===== src/qsh_defs.svh =====
/*
 * register offsets, field positions, reset values and counts for the quad serial port.
 * assumes inclusion by bare name from every design file that needs them.
 */
`ifndef QSH_DEFS_SVH
`define QSH_DEFS_SVH

// ****************************************************************
// apb byte offsets
// ****************************************************************
`define QSH_ADDR_W 8
`define QSH_OFF_CTRL 8'h00
`define QSH_OFF_MODE 8'h04
`define QSH_OFF_TXD 8'h08
`define QSH_OFF_RXD 8'h0C
`define QSH_OFF_INTF 8'h10
`define QSH_OFF_INTE 8'h14
`define QSH_OFF_TBEDMA 8'h18
`define QSH_OFF_RBFDMA 8'h1C
`define QSH_OFF_FRLDMA 8'h20

// ****************************************************************
// control register fields
// ****************************************************************
`define QSH_CTRL_MODULE_ENABLE_BIT 0
`define QSH_CTRL_SOFT_RESET_BIT 1
`define QSH_CTRL_SSO 2

// ****************************************************************
// mode register fields
// ****************************************************************
`define QSH_MODE_LEN_LO 8
`define QSH_MODE_LEN_HI 11
`define QSH_LEN_RESET 4'h7
`define QSH_LEN_MIN 4'h1

// ****************************************************************
// flag register fields
// ****************************************************************
`define QSH_F_TBE 0
`define QSH_F_RBF 1
`define QSH_F_TEND 2
`define QSH_F_OE 3
`define QSH_F_MAPPED_ACCESS_BUSY 6
`define QSH_F_BSY 7

// ****************************************************************
// reset values and counts
// ****************************************************************
`define QSH_WORD_RESET 16'h0000
`define QSH_SRST_CYCLES 2'h2
`define QSH_LINE_DOUT 0
`define QSH_LINE_DIN 1

`endif


===== src/qsh_pkg.sv =====
/*
 * types shared by the quad serial port modules.
 * assumes nothing beyond a sv-2012 compiler.
 */
package qsh_pkg;

  // ****************************************************************
  // shift engine states
  // ****************************************************************
  typedef enum logic [0:0] {
    QSH_IDLE = 1'b0,
    QSH_SHIFT = 1'b1
  } qsh_state_type;

  typedef logic [15:0] qsh_word_type;

endpackage


===== src/qsh_sync.sv =====
/*
 * two flip-flop synchroniser for levels entering the pclk domain.
 * assumes the input is a level that holds for several pclk periods.
 */
`timescale 1ns/10ps
`default_nettype none

module qsh_sync
  import qsh_pkg::*;
#(
  parameter int WIDTH = 1
) (
  input wire logic pclk,
  input wire logic presetn,
  input wire logic [WIDTH-1:0] async_in,
  output logic [WIDTH-1:0] sync_out
);

  logic [WIDTH-1:0] meta_q;

  // ****************************************************************
  // first stage feeds only the second
  // ****************************************************************
  always_ff @(posedge pclk or negedge presetn) begin
    if (!presetn) begin
      meta_q <= '0;
      sync_out <= '0;
    end else begin
      meta_q <= async_in;
      sync_out <= meta_q;
    end
  end

endmodule // qsh_sync

`default_nettype wire


===== src/qsh_shift.sv =====
/*
 * shift register and transfer bit counter, msb first, single line mode.
 * assumes link clock edges arrive as one-cycle pulses in the pclk domain.
 */
`timescale 1ns/10ps
`default_nettype none
`include "qsh_defs.svh"

module qsh_shift
  import qsh_pkg::*;
(
  input wire logic pclk,
  input wire logic presetn,
  input wire logic clear,
  input wire logic run,
  input wire logic start,
  input wire logic [15:0] tx_word,
  input wire logic [3:0] len,
  input wire logic sclk_rise,
  input wire logic sclk_fall,
  input wire logic din,
  output logic busy,
  output logic done,
  output logic [15:0] rx_word,
  output logic dout
);

  qsh_state_type state_q;
  logic [15:0] shift_q;
  logic [3:0] cnt_q;
  logic [15:0] len_mask;
  logic [15:0] shifted;
  logic last_bit;
  logic step_rise;
  logic step_fall;

  // ****************************************************************
  // decode
  // ****************************************************************
  genvar gi;
  generate
    for (gi = 0; gi < 16; gi++) begin : g_mask
      assign len_mask[gi] = (4'(gi) <= len);
    end
  endgenerate

  assign shifted = {shift_q[14:0], din};
  assign last_bit = (cnt_q == len);
  // stopped clock: no edge counts while disabled
  assign step_rise = run && (state_q == QSH_SHIFT) && sclk_rise;
  assign step_fall = run && (state_q == QSH_SHIFT) && sclk_fall;
  assign busy = (state_q == QSH_SHIFT);

  // ****************************************************************
  // engine
  // ****************************************************************
  always_ff @(posedge pclk or negedge presetn) begin
    if (!presetn) begin
      state_q <= QSH_IDLE;
      shift_q <= `QSH_WORD_RESET;
      cnt_q <= '0;
      done <= 1'b0;
      rx_word <= `QSH_WORD_RESET;
      dout <= 1'b0;
    end else if (clear) begin
      state_q <= QSH_IDLE;
      shift_q <= `QSH_WORD_RESET;
      cnt_q <= '0;
      done <= 1'b0;
    end else begin
      done <= 1'b0;
      unique case (state_q)
        QSH_IDLE: begin
          if (start) begin
            state_q <= QSH_SHIFT;
            shift_q <= tx_word;
            cnt_q <= '0;
            dout <= tx_word[len];
          end
        end
        QSH_SHIFT: begin
          if (step_rise) begin
            shift_q <= shifted;
            cnt_q <= cnt_q + 4'h1;
            if (last_bit) begin
              state_q <= QSH_IDLE;
              done <= 1'b1;
              rx_word <= shifted & len_mask;
            end
          end else if (step_fall) begin
            dout <= shift_q[len];
          end
        end
      endcase
    end
  end

endmodule // qsh_shift

`default_nettype wire


===== src/qsh_regs.sv =====
/*
 * apb register file, flags, dma requests and pin control of the quad serial port.
 * assumes an apb master on pclk, a link clock far slower than pclk, and
 * mapped-access signals driven by same-domain logic.
 */
//
// Contract
// - sso bit 0 drives select low
// - mapped access drives select; bit reads pin
// - soft reset clears shifter and counter
// - soft reset bit reads 1 until done
// - module enable runs or stops the port
// - transmit write loads buffer, starts transfer
// - transmit write accepted while shifting if empty
// - bits above length never shifted out
// - receive data readable while shifting continues
// - receive bits above length read zero
// - status bit 7 shows transfer busy
// - status bit 6 shows mapped access busy
// - flags 3..0 overrun, end, full, empty
// - write 1 clears overrun and end flags
// - receive-full clears on receive data read
// - transmit-empty resets 1, cleared by write
// - four enables gate each interrupt cause
// - transmit-empty dma enables per channel
// - receive-full dma enables per channel
// - prefetch-ready dma enables per channel
// - request only when flag and enable set
// - length field gives value plus one clocks
`timescale 1ns/10ps
`default_nettype none
`include "qsh_defs.svh"

module qsh_regs
  import qsh_pkg::*;
(
  input wire logic pclk,
  input wire logic presetn,
  input wire logic psel,
  input wire logic penable,
  input wire logic pwrite,
  input wire logic [31:0] paddr,
  input wire logic [31:0] pwdata,
  input wire logic [3:0] pstrb,
  output logic [31:0] prdata,
  output logic pready,
  output logic pslverr,
  input wire logic serial_clk,
  input wire logic [3:0] serial_data_lines_in,
  output logic [3:0] serial_data_lines_out,
  output logic [3:0] serial_data_lines_oe_n,
  output logic chip_select_n_pin,
  input wire logic mapped_access_active,
  input wire logic mapped_access_select_n,
  input wire logic mapped_access_busy,
  input wire logic prefetch_ready,
  output logic [15:0] tx_empty_dma_req,
  output logic [15:0] rx_full_dma_req,
  output logic [15:0] prefetch_ready_dma_req,
  output logic port_irq
);

  // ****************************************************************
  // registers
  // ****************************************************************
  logic module_enable_bit_q;
  logic soft_reset_bit_q;
  logic [1:0] srst_cnt_q;
  logic select_output_control_q;
  logic [3:0] transfer_length_field_q;
  qsh_word_type transmit_data_buffer_q;
  qsh_word_type receive_data_buffer_q;
  logic transmit_empty_flag_q;
  logic receive_full_flag_q;
  logic end_of_transmission_flag_q;
  logic overrun_flag_q;
  logic [3:0] irq_enable_q;
  logic [15:0] tx_empty_dma_channel_enables_q;
  logic [15:0] rx_full_dma_channel_enables_q;
  logic [15:0] prefetch_ready_dma_channel_enables_q;
  logic [31:0] prdata_q;
  logic sclk_prev_q;

  // ****************************************************************
  // link side wires
  // ****************************************************************
  logic sclk_sync;
  logic din_sync;
  logic sclk_rise;
  logic sclk_fall;
  logic eng_busy;
  logic eng_done;
  logic eng_dout;
  qsh_word_type eng_rx_word;
  logic eng_start;

  // ****************************************************************
  // apb decode
  // ****************************************************************
  wire [7:0] addr_lo = paddr[7:0];
  wire addr_hi_zero = (paddr[31:8] == 24'h000000);
  wire hit_ctrl = addr_hi_zero && (addr_lo == `QSH_OFF_CTRL);
  wire hit_mode = addr_hi_zero && (addr_lo == `QSH_OFF_MODE);
  wire hit_txd = addr_hi_zero && (addr_lo == `QSH_OFF_TXD);
  wire hit_rxd = addr_hi_zero && (addr_lo == `QSH_OFF_RXD);
  wire hit_intf = addr_hi_zero && (addr_lo == `QSH_OFF_INTF);
  wire hit_inte = addr_hi_zero && (addr_lo == `QSH_OFF_INTE);
  wire hit_tbedma = addr_hi_zero && (addr_lo == `QSH_OFF_TBEDMA);
  wire hit_rbfdma = addr_hi_zero && (addr_lo == `QSH_OFF_RBFDMA);
  wire hit_frldma = addr_hi_zero && (addr_lo == `QSH_OFF_FRLDMA);
  wire hit_any = hit_ctrl || hit_mode || hit_txd || hit_rxd || hit_intf || hit_inte
                 || hit_tbedma || hit_rbfdma || hit_frldma;
  wire access = psel && penable;
  wire setup = psel && !penable;
  // only the low half is mapped; byte lanes 2 and 3 are ignored
  wire lo_strb = pstrb[0] || pstrb[1];
  wire [15:0] wmask = {{8{pstrb[1]}}, {8{pstrb[0]}}};
  wire wr = access && pwrite && hit_any;
  wire wr_ctrl = wr && hit_ctrl && pstrb[0];
  wire wr_mode = wr && hit_mode && pstrb[1];
  wire wr_txd = wr && hit_txd && lo_strb;
  wire wr_intf = wr && hit_intf && pstrb[0];
  wire wr_inte = wr && hit_inte && pstrb[0];
  wire rd_rxd = access && !pwrite && hit_rxd;

  assign pready = 1'b1;
  assign pslverr = access && !hit_any;
  assign prdata = prdata_q;

  // ****************************************************************
  // status view
  // ****************************************************************
  wire [3:0] flags = {overrun_flag_q, end_of_transmission_flag_q,
                      receive_full_flag_q, transmit_empty_flag_q};
  wire [15:0] ctrl_view = {13'h0000, chip_select_n_pin, soft_reset_bit_q, module_enable_bit_q};
  wire [15:0] mode_view = {4'h0, transfer_length_field_q, 8'h00};
  wire [15:0] intf_view = {8'h00, eng_busy, mapped_access_busy, 2'b00, flags};
  wire [15:0] inte_view = {12'h000, irq_enable_q};
  wire [15:0] rd_view =
    hit_ctrl ? ctrl_view :
    hit_mode ? mode_view :
    hit_txd ? transmit_data_buffer_q :
    hit_rxd ? receive_data_buffer_q :
    hit_intf ? intf_view :
    hit_inte ? inte_view :
    hit_tbedma ? tx_empty_dma_channel_enables_q :
    hit_rbfdma ? rx_full_dma_channel_enables_q :
    hit_frldma ? prefetch_ready_dma_channel_enables_q : 16'h0000;

  // ****************************************************************
  // flag events
  // ****************************************************************
  // write with an empty flag of 0 is not blocked; its result is undefined
  wire txd_write = wr_txd;
  assign eng_start = !transmit_empty_flag_q && !eng_busy && module_enable_bit_q && !soft_reset_bit_q;
  wire tend_set = eng_done && transmit_empty_flag_q;
  wire oe_set = eng_done && receive_full_flag_q && !rd_rxd;
  wire oe_clr = wr_intf && pwdata[`QSH_F_OE];
  wire tend_clr = wr_intf && pwdata[`QSH_F_TEND];
  wire [3:0] len_wdata = pwdata[`QSH_MODE_LEN_HI:`QSH_MODE_LEN_LO];
  // zero is prohibited; hold the old length instead of taking it
  wire len_ok = (len_wdata >= `QSH_LEN_MIN);

  // ****************************************************************
  // outputs to pins, dma and interrupt
  // ****************************************************************
  assign chip_select_n_pin = mapped_access_active ? mapped_access_select_n : select_output_control_q;
  assign serial_data_lines_out = {3'b000, eng_dout};
  assign serial_data_lines_oe_n = {3'b111, !module_enable_bit_q};
  assign tx_empty_dma_req = tx_empty_dma_channel_enables_q & {16{transmit_empty_flag_q}};
  assign rx_full_dma_req = rx_full_dma_channel_enables_q & {16{receive_full_flag_q}};
  assign prefetch_ready_dma_req = prefetch_ready_dma_channel_enables_q & {16{prefetch_ready}};
  assign port_irq = |(flags & irq_enable_q);

  // ****************************************************************
  // link clock edges
  // ****************************************************************
  assign sclk_rise = sclk_sync && !sclk_prev_q;
  assign sclk_fall = !sclk_sync && sclk_prev_q;

  always_ff @(posedge pclk or negedge presetn) begin
    if (!presetn) begin
      sclk_prev_q <= 1'b0;
    end else begin
      sclk_prev_q <= sclk_sync;
    end
  end

  // ****************************************************************
  // control register
  // ****************************************************************
  always_ff @(posedge pclk or negedge presetn) begin
    if (!presetn) begin
      module_enable_bit_q <= 1'b0;
      select_output_control_q <= 1'b1;
    end else if (wr_ctrl) begin
      module_enable_bit_q <= pwdata[`QSH_CTRL_MODULE_ENABLE_BIT];
      select_output_control_q <= pwdata[`QSH_CTRL_SSO];
    end
  end

  // soft reset holds the engine clear for a fixed count, then self-clears
  always_ff @(posedge pclk or negedge presetn) begin
    if (!presetn) begin
      soft_reset_bit_q <= 1'b0;
      srst_cnt_q <= 2'h0;
    end else if (wr_ctrl && pwdata[`QSH_CTRL_SOFT_RESET_BIT]) begin
      soft_reset_bit_q <= 1'b1;
      srst_cnt_q <= `QSH_SRST_CYCLES;
    end else if (soft_reset_bit_q) begin
      srst_cnt_q <= srst_cnt_q - 2'h1;
      if (srst_cnt_q == 2'h1) begin
        soft_reset_bit_q <= 1'b0;
      end
    end
  end

  // ****************************************************************
  // mode and enable registers
  // ****************************************************************
  // length may only change while the port is disabled
  always_ff @(posedge pclk or negedge presetn) begin
    if (!presetn) begin
      transfer_length_field_q <= `QSH_LEN_RESET;
    end else if (wr_mode && !module_enable_bit_q && len_ok) begin
      transfer_length_field_q <= len_wdata;
    end
  end

  always_ff @(posedge pclk or negedge presetn) begin
    if (!presetn) begin
      irq_enable_q <= 4'h0;
    end else if (wr_inte) begin
      irq_enable_q <= pwdata[3:0];
    end
  end

  always_ff @(posedge pclk or negedge presetn) begin
    if (!presetn) begin
      tx_empty_dma_channel_enables_q <= `QSH_WORD_RESET;
      rx_full_dma_channel_enables_q <= `QSH_WORD_RESET;
      prefetch_ready_dma_channel_enables_q <= `QSH_WORD_RESET;
    end else if (wr) begin
      if (hit_tbedma) begin
        tx_empty_dma_channel_enables_q <= (tx_empty_dma_channel_enables_q & ~wmask) | (pwdata[15:0] & wmask);
      end
      if (hit_rbfdma) begin
        rx_full_dma_channel_enables_q <= (rx_full_dma_channel_enables_q & ~wmask) | (pwdata[15:0] & wmask);
      end
      if (hit_frldma) begin
        prefetch_ready_dma_channel_enables_q <= (prefetch_ready_dma_channel_enables_q & ~wmask)
                                                | (pwdata[15:0] & wmask);
      end
    end
  end

  // ****************************************************************
  // data buffers
  // ****************************************************************
  always_ff @(posedge pclk or negedge presetn) begin
    if (!presetn) begin
      transmit_data_buffer_q <= `QSH_WORD_RESET;
    end else if (txd_write) begin
      transmit_data_buffer_q <= (transmit_data_buffer_q & ~wmask) | (pwdata[15:0] & wmask);
    end
  end

  always_ff @(posedge pclk or negedge presetn) begin
    if (!presetn) begin
      receive_data_buffer_q <= `QSH_WORD_RESET;
    end else if (eng_done) begin
      receive_data_buffer_q <= eng_rx_word;
    end
  end

  // ****************************************************************
  // interrupt flags; a set in the same cycle as a clear wins
  // ****************************************************************
  always_ff @(posedge pclk or negedge presetn) begin
    if (!presetn) begin
      transmit_empty_flag_q <= 1'b1;
      receive_full_flag_q <= 1'b0;
      end_of_transmission_flag_q <= 1'b0;
      overrun_flag_q <= 1'b0;
    end else begin
      if (eng_start) begin
        transmit_empty_flag_q <= 1'b1;
      end else if (txd_write) begin
        transmit_empty_flag_q <= 1'b0;
      end
      if (eng_done) begin
        receive_full_flag_q <= 1'b1;
      end else if (rd_rxd) begin
        receive_full_flag_q <= 1'b0;
      end
      if (tend_set) begin
        end_of_transmission_flag_q <= 1'b1;
      end else if (tend_clr) begin
        end_of_transmission_flag_q <= 1'b0;
      end
      if (oe_set) begin
        overrun_flag_q <= 1'b1;
      end else if (oe_clr) begin
        overrun_flag_q <= 1'b0;
      end
    end
  end

  // ****************************************************************
  // read data, captured in the setup phase
  // ****************************************************************
  always_ff @(posedge pclk or negedge presetn) begin
    if (!presetn) begin
      prdata_q <= 32'h00000000;
    end else if (setup) begin
      prdata_q <= {16'h0000, rd_view};
    end
  end

  // ****************************************************************
  // submodules
  // ****************************************************************
  qsh_sync #(
    .WIDTH(2)
  ) u_sync (
    .pclk(pclk),
    .presetn(presetn),
    .async_in({serial_clk, serial_data_lines_in[`QSH_LINE_DIN]}),
    .sync_out({sclk_sync, din_sync})
  );

  qsh_shift u_shift (
    .pclk(pclk),
    .presetn(presetn),
    .clear(soft_reset_bit_q),
    .run(module_enable_bit_q),
    .start(eng_start),
    .tx_word(transmit_data_buffer_q),
    .len(transfer_length_field_q),
    .sclk_rise(sclk_rise),
    .sclk_fall(sclk_fall),
    .din(din_sync),
    .busy(eng_busy),
    .done(eng_done),
    .rx_word(eng_rx_word),
    .dout(eng_dout)
  );

endmodule // qsh_regs

`default_nettype wire


===== config.mk =====
export PLATFORM = sky130hd
export DESIGN_NAME = qsh_regs
export DESIGN_NICKNAME = d
export VERILOG_FILES = /design/src/qsh_pkg.sv /design/src/qsh_sync.sv /design/src/qsh_shift.sv /design/src/qsh_regs.sv
export VERILOG_INCLUDE_DIRS = /design/src /design/src/src
export SDC_FILE = /design/constraint.sdc
export NUM_CORES = 1
export LEC_CHECK = 0
export BUFFER_PORTS_ARGS = -buffer_cell sky130_fd_sc_hd__buf_2
export CORE_AREA = 5 5 125 151
export CTS_BUF_LIST = sky130_fd_sc_hd__clkbuf_4 sky130_fd_sc_hd__clkbuf_8 sky130_fd_sc_hd__clkbuf_16
export DETAILED_ROUTE_END_ITERATION = 8
export DIE_AREA = 0 0 130 156
export PLACE_DENSITY = 0.72
export SLEW_MARGIN = 20
export SYNTH_ARGS = -nofsm -noshare
export SYNTH_HDL_FRONTEND = slang
export SYNTH_HIERARCHICAL = 1
export SYNTH_SLANG_ARGS = --single-unit

===== constraint.sdc =====
create_clock -name pclk -period 3.93 [get_ports pclk]
set_clock_uncertainty 0.2 [all_clocks]
set_input_delay 0.393 -clock pclk [delete_from_list [all_inputs] [get_ports pclk]]
set_output_delay 0.393 -clock pclk [all_outputs]
set_load 0.005 [all_outputs]

==> results.py <==
metrics = {
    "sta": {
        "finalCritPeriodShare": 0.668,
        "max-slew-margin-rel": 0.336,
        "drv_slew": 0,
        "setup_violations": 0,
        "fmaxAchievable_mhz": 381,
        "grt_setup_unrepaired": "no",
        "fin_setup_tns_ns": 0,
        "whs_ns": 0.0355,
        "period_minus_slack_ns": 2.63,
        "final-hold-violation-count": 0,
        "tightest_slew_ns": 0.997,
    },
    "synthesis": {
        "synth-xor-area-share": 0.00698,
        "synthMuxAreaShare": 0.191,
        "synth_edf_count": 0,
        "syn_area_mm2": 0.00842,
        "syn_area_per_cell_um2": 11.1,
        "yosysMostFrequentCell": "dfrtp_1",
        "async_flop_share": 1.00,
        "synth_seq_cells": 157,
        "synth_top_family_by_area": "multiplexers",
        "synth-simple-area-share": 0.161,
        "yosysTopAreaCell": "dfrtp_1",
        "synth_compound_area_frac": 0.117,
        "synth_fa_ha_area_frac": 0.00297,
        "yosysUniqueCellTypes": 69,
        "synth_common_cells": "dfrtp_1 (152), mux2_2 (99), and2_1 (55), nand2_1 (44), nor2_1 (43)",
        "synth_ff_type": "dfrtp_1",
        "yosysTopAreaCellShare": 0.452,
        "ys.warnings.count": 6,
        "postSynthCellCount": 760,
        "ys_seq_area_frac": 0.467,
        "synth_area_leaders": "dfrtp_1 (45%), mux2_2 (13%), and2_1 (4.1%)",
    },
    "place": {
        "placed_area_mm2": 0.00917,
        "place.gp.congestion": 0.859,
        "hpwlAfterDp_um": 16400,
        "io_buffer_count": 129,
    },
    "power": {
        "leakagePower_nw": 4.66,
        "vdd_drop_max_mv": 0.306,
        "cellPowerDensity_mw_per_mm2": 355,
    },
    "clocking": {
        "cts-root-buf": "clkbuf_16",
        "clk_pin_slew_worst_paths_ns": 0.07,
        "cts_buffers": 17,
        "cts_buffer_depth": 2,
        "postCtsSetupRepairBufs": 0,
        "h-tree-depth": 4,
        "cts.sinks": 157,
        "clock_latency_ns": 0.43,
        "tritoncts": "built",
    },
    "detailed_routing": {
        "detail-route-antenna-nets": 0,
        "via_per_inst": 5.86,
        "drc": 0,
        "wl_per_cell_um": 20.5,
        "vias": 6530,
        "drtIter0Drc": 504,
        "drt_wl_total_um": 22900,
        "drtPass1Iterations": 5,
    },
    "setup_path": {
        "worstPathMaxFanout": 8,
        "end_kind": "flip-flop",
        "startpoint_type": "primary input",
        "required_ns": 4.04,
        "ff2ff_path_depth": 5,
        "r2r_start": "transfer_length_field_q[1]",
        "path_class": "in2reg",
        "cp.arrival_ns": 2.73,
        "rr_endpoint": "u_shift/rx_word[12]",
        "r2r_setup_slack_ns": 1.54,
    },
    "min_path": {
        "min-delay-start": "pwdata[15]",
        "holdPathStages": 2,
        "hold_path_class": "in2reg",
    },
    "floorplan": {
        "core-area_mm2": 0.0172,
        "die_h_um": 156,
        "die_w_um": 130,
        "initial_utilization": 0.489,
        "io-pin-count": 174,
        "num_rows": 53,
        "die-area_mm2": 0.0203,
    },
    "cells_and_area": {
        "antenna_cells": 0,
        "postLayoutCoreUtil": 0.569,
        "area_growth_pct": 16.5,
        "drive_gt1_frac": 0.342,
        "fin_area_mm2": 0.00982,
        "fin_nets": 965,
    },
    "global_routing": {
        "grt_usage": 0.230,
        "antenna_found_initial": 0,
        "grt_pass1_wl_um": 36400,
        "grt_pass1_vias": 6462,
        "grt_max_degree": 95,
        "grt_overflow": 0,
    },
    "outcome": {
        "status": "finished, final reports clean",
    },
    "flow_run": {
        "drv_cap": 0,
    },
}
worst max path at each step:
stage                               end  slack (ns)  startpoint  depth (start not counted)
floorplan           module_enable_bit_q        1.42    paddr[1]                          7
global placement              flip-flop        0.92    paddr[1]                          6
detailed placement            flip-flop        0.89    paddr[1]                          6
CTS                           flip-flop        1.34    paddr[1]                          6
global route                  flip-flop        1.18    paddr[1]                          6
finish                        flip-flop        1.30    paddr[1]                          6
timing repair:
item | in CTS | in global routing
hold buffers | 3 | 0
setup endpoints to repair | 0 | 0
endpoints found under the hold margin | 89 | 0
resized for setup | 0 | 0
cells by family after synthesis:
logic type               Yosys count
XOR/XNOR                           5
AND/OR/NAND/NOR                  241
other                              2
multiplexers                     139
buffers and inverters             81
AO/OA/AOI/OAI                    133
adder cells (fa/ha/maj)            2
flip-flops                       157
final cells by class:
| class | count | area, um2 |
|---|---|---|
| fill | 1476 | 7420 |
| clock inverter | 14 | 184 |
| inverter | 11 | 41.3 |
| sequential | 157 | 3940 |
| multi-input combinational | 543 | 4120 |
| timing repair buffer | 151 | 825 |
| clock buffer | 18 | 433 |
| tap | 220 | 275 |
power by group:
part           leakage [nW]  internal [mW]  total, mW  switching [mW]
clock                 0.289           1.02       1.72           0.702
combinational          2.21         0.0435      0.146           0.102
sequential             2.16           1.62       1.62         0.00131
total                  4.66           2.68       3.49           0.806
per-layer routing:
metal / share of wire / wire [um] / global-route usage / vias up
met5: 0 / 0 / 0 / -
met4: 0.033 / 753 / 0.0921 / 0
met3: 0.050 / 1140 / 0.0425 / 47
met2: 0.49 / 11100 / 0.357 / 228
met1: 0.43 / 9830 / 0.320 / 3274
li1: - / - / - / 2981
critical path, stage by stage:
cell and delay [ns]:
buf_2 0.11, nor4_2 0.59, nand2_1 0.33, nor2_2 0.47
nand4_2 0.42, mux2_2 0.41
metrics by stage:
stage                     power [mW]  instances  worst slack, ns
after detailed placement        1.79       1079            0.891
final                           3.49       1114             1.30
after CTS                       3.52       1114             1.34
after global routing            3.61       1114             1.18
after floorplan                 1.71        781             1.42
after global placement          1.79       1079            0.921
placed cells by master, fill, tap and decap left out, types with 4 or more instances in the layout:
| cell type | netlist | layout |
|---|---|---|
| mux2_4 | 4 | 4 |
| nand3b_1 | 4 | 4 |
| nand2b_1 | 12 | 12 |
| mux2_2 | 99 | 99 |
| buf_2 | 9 | 128 |
| inv_6 | 0 | 4 |
| nor3_1 | 9 | 9 |
| and2_1 | 55 | 55 |
| o31ai_1 | 5 | 5 |
| o2bb2ai_1 | 5 | 5 |
| mux2i_1 | 29 | 29 |
| o21ai_0 | 20 | 20 |
| and4_1 | 4 | 4 |
| nor2b_1 | 12 | 12 |
| a32o_1 | 6 | 6 |
| dfrtp_1 | 152 | 152 |
| nor4_1 | 11 | 10 |
| o211ai_1 | 4 | 4 |
| clkinvlp_4 | 0 | 4 |
| nand3_1 | 13 | 13 |
| a211oi_1 | 20 | 20 |
| nor2_1 | 43 | 43 |
| a31oi_1 | 4 | 4 |
| buf_4 | 25 | 19 |
| dfstp_2 | 5 | 5 |
| clkbuf_16 | 0 | 17 |
| a221oi_1 | 7 | 7 |
| a221o_1 | 12 | 12 |
| o22ai_1 | 5 | 5 |
| a21oi_1 | 18 | 18 |
| nand2_1 | 44 | 44 |
| o41ai_1 | 5 | 5 |
| conb_1 | 2 | 23 |
| a22oi_1 | 5 | 5 |
| inv_1 | 11 | 11 |
| and3_1 | 10 | 10 |
Note: power is estimated with default switching activity, not from simulation.
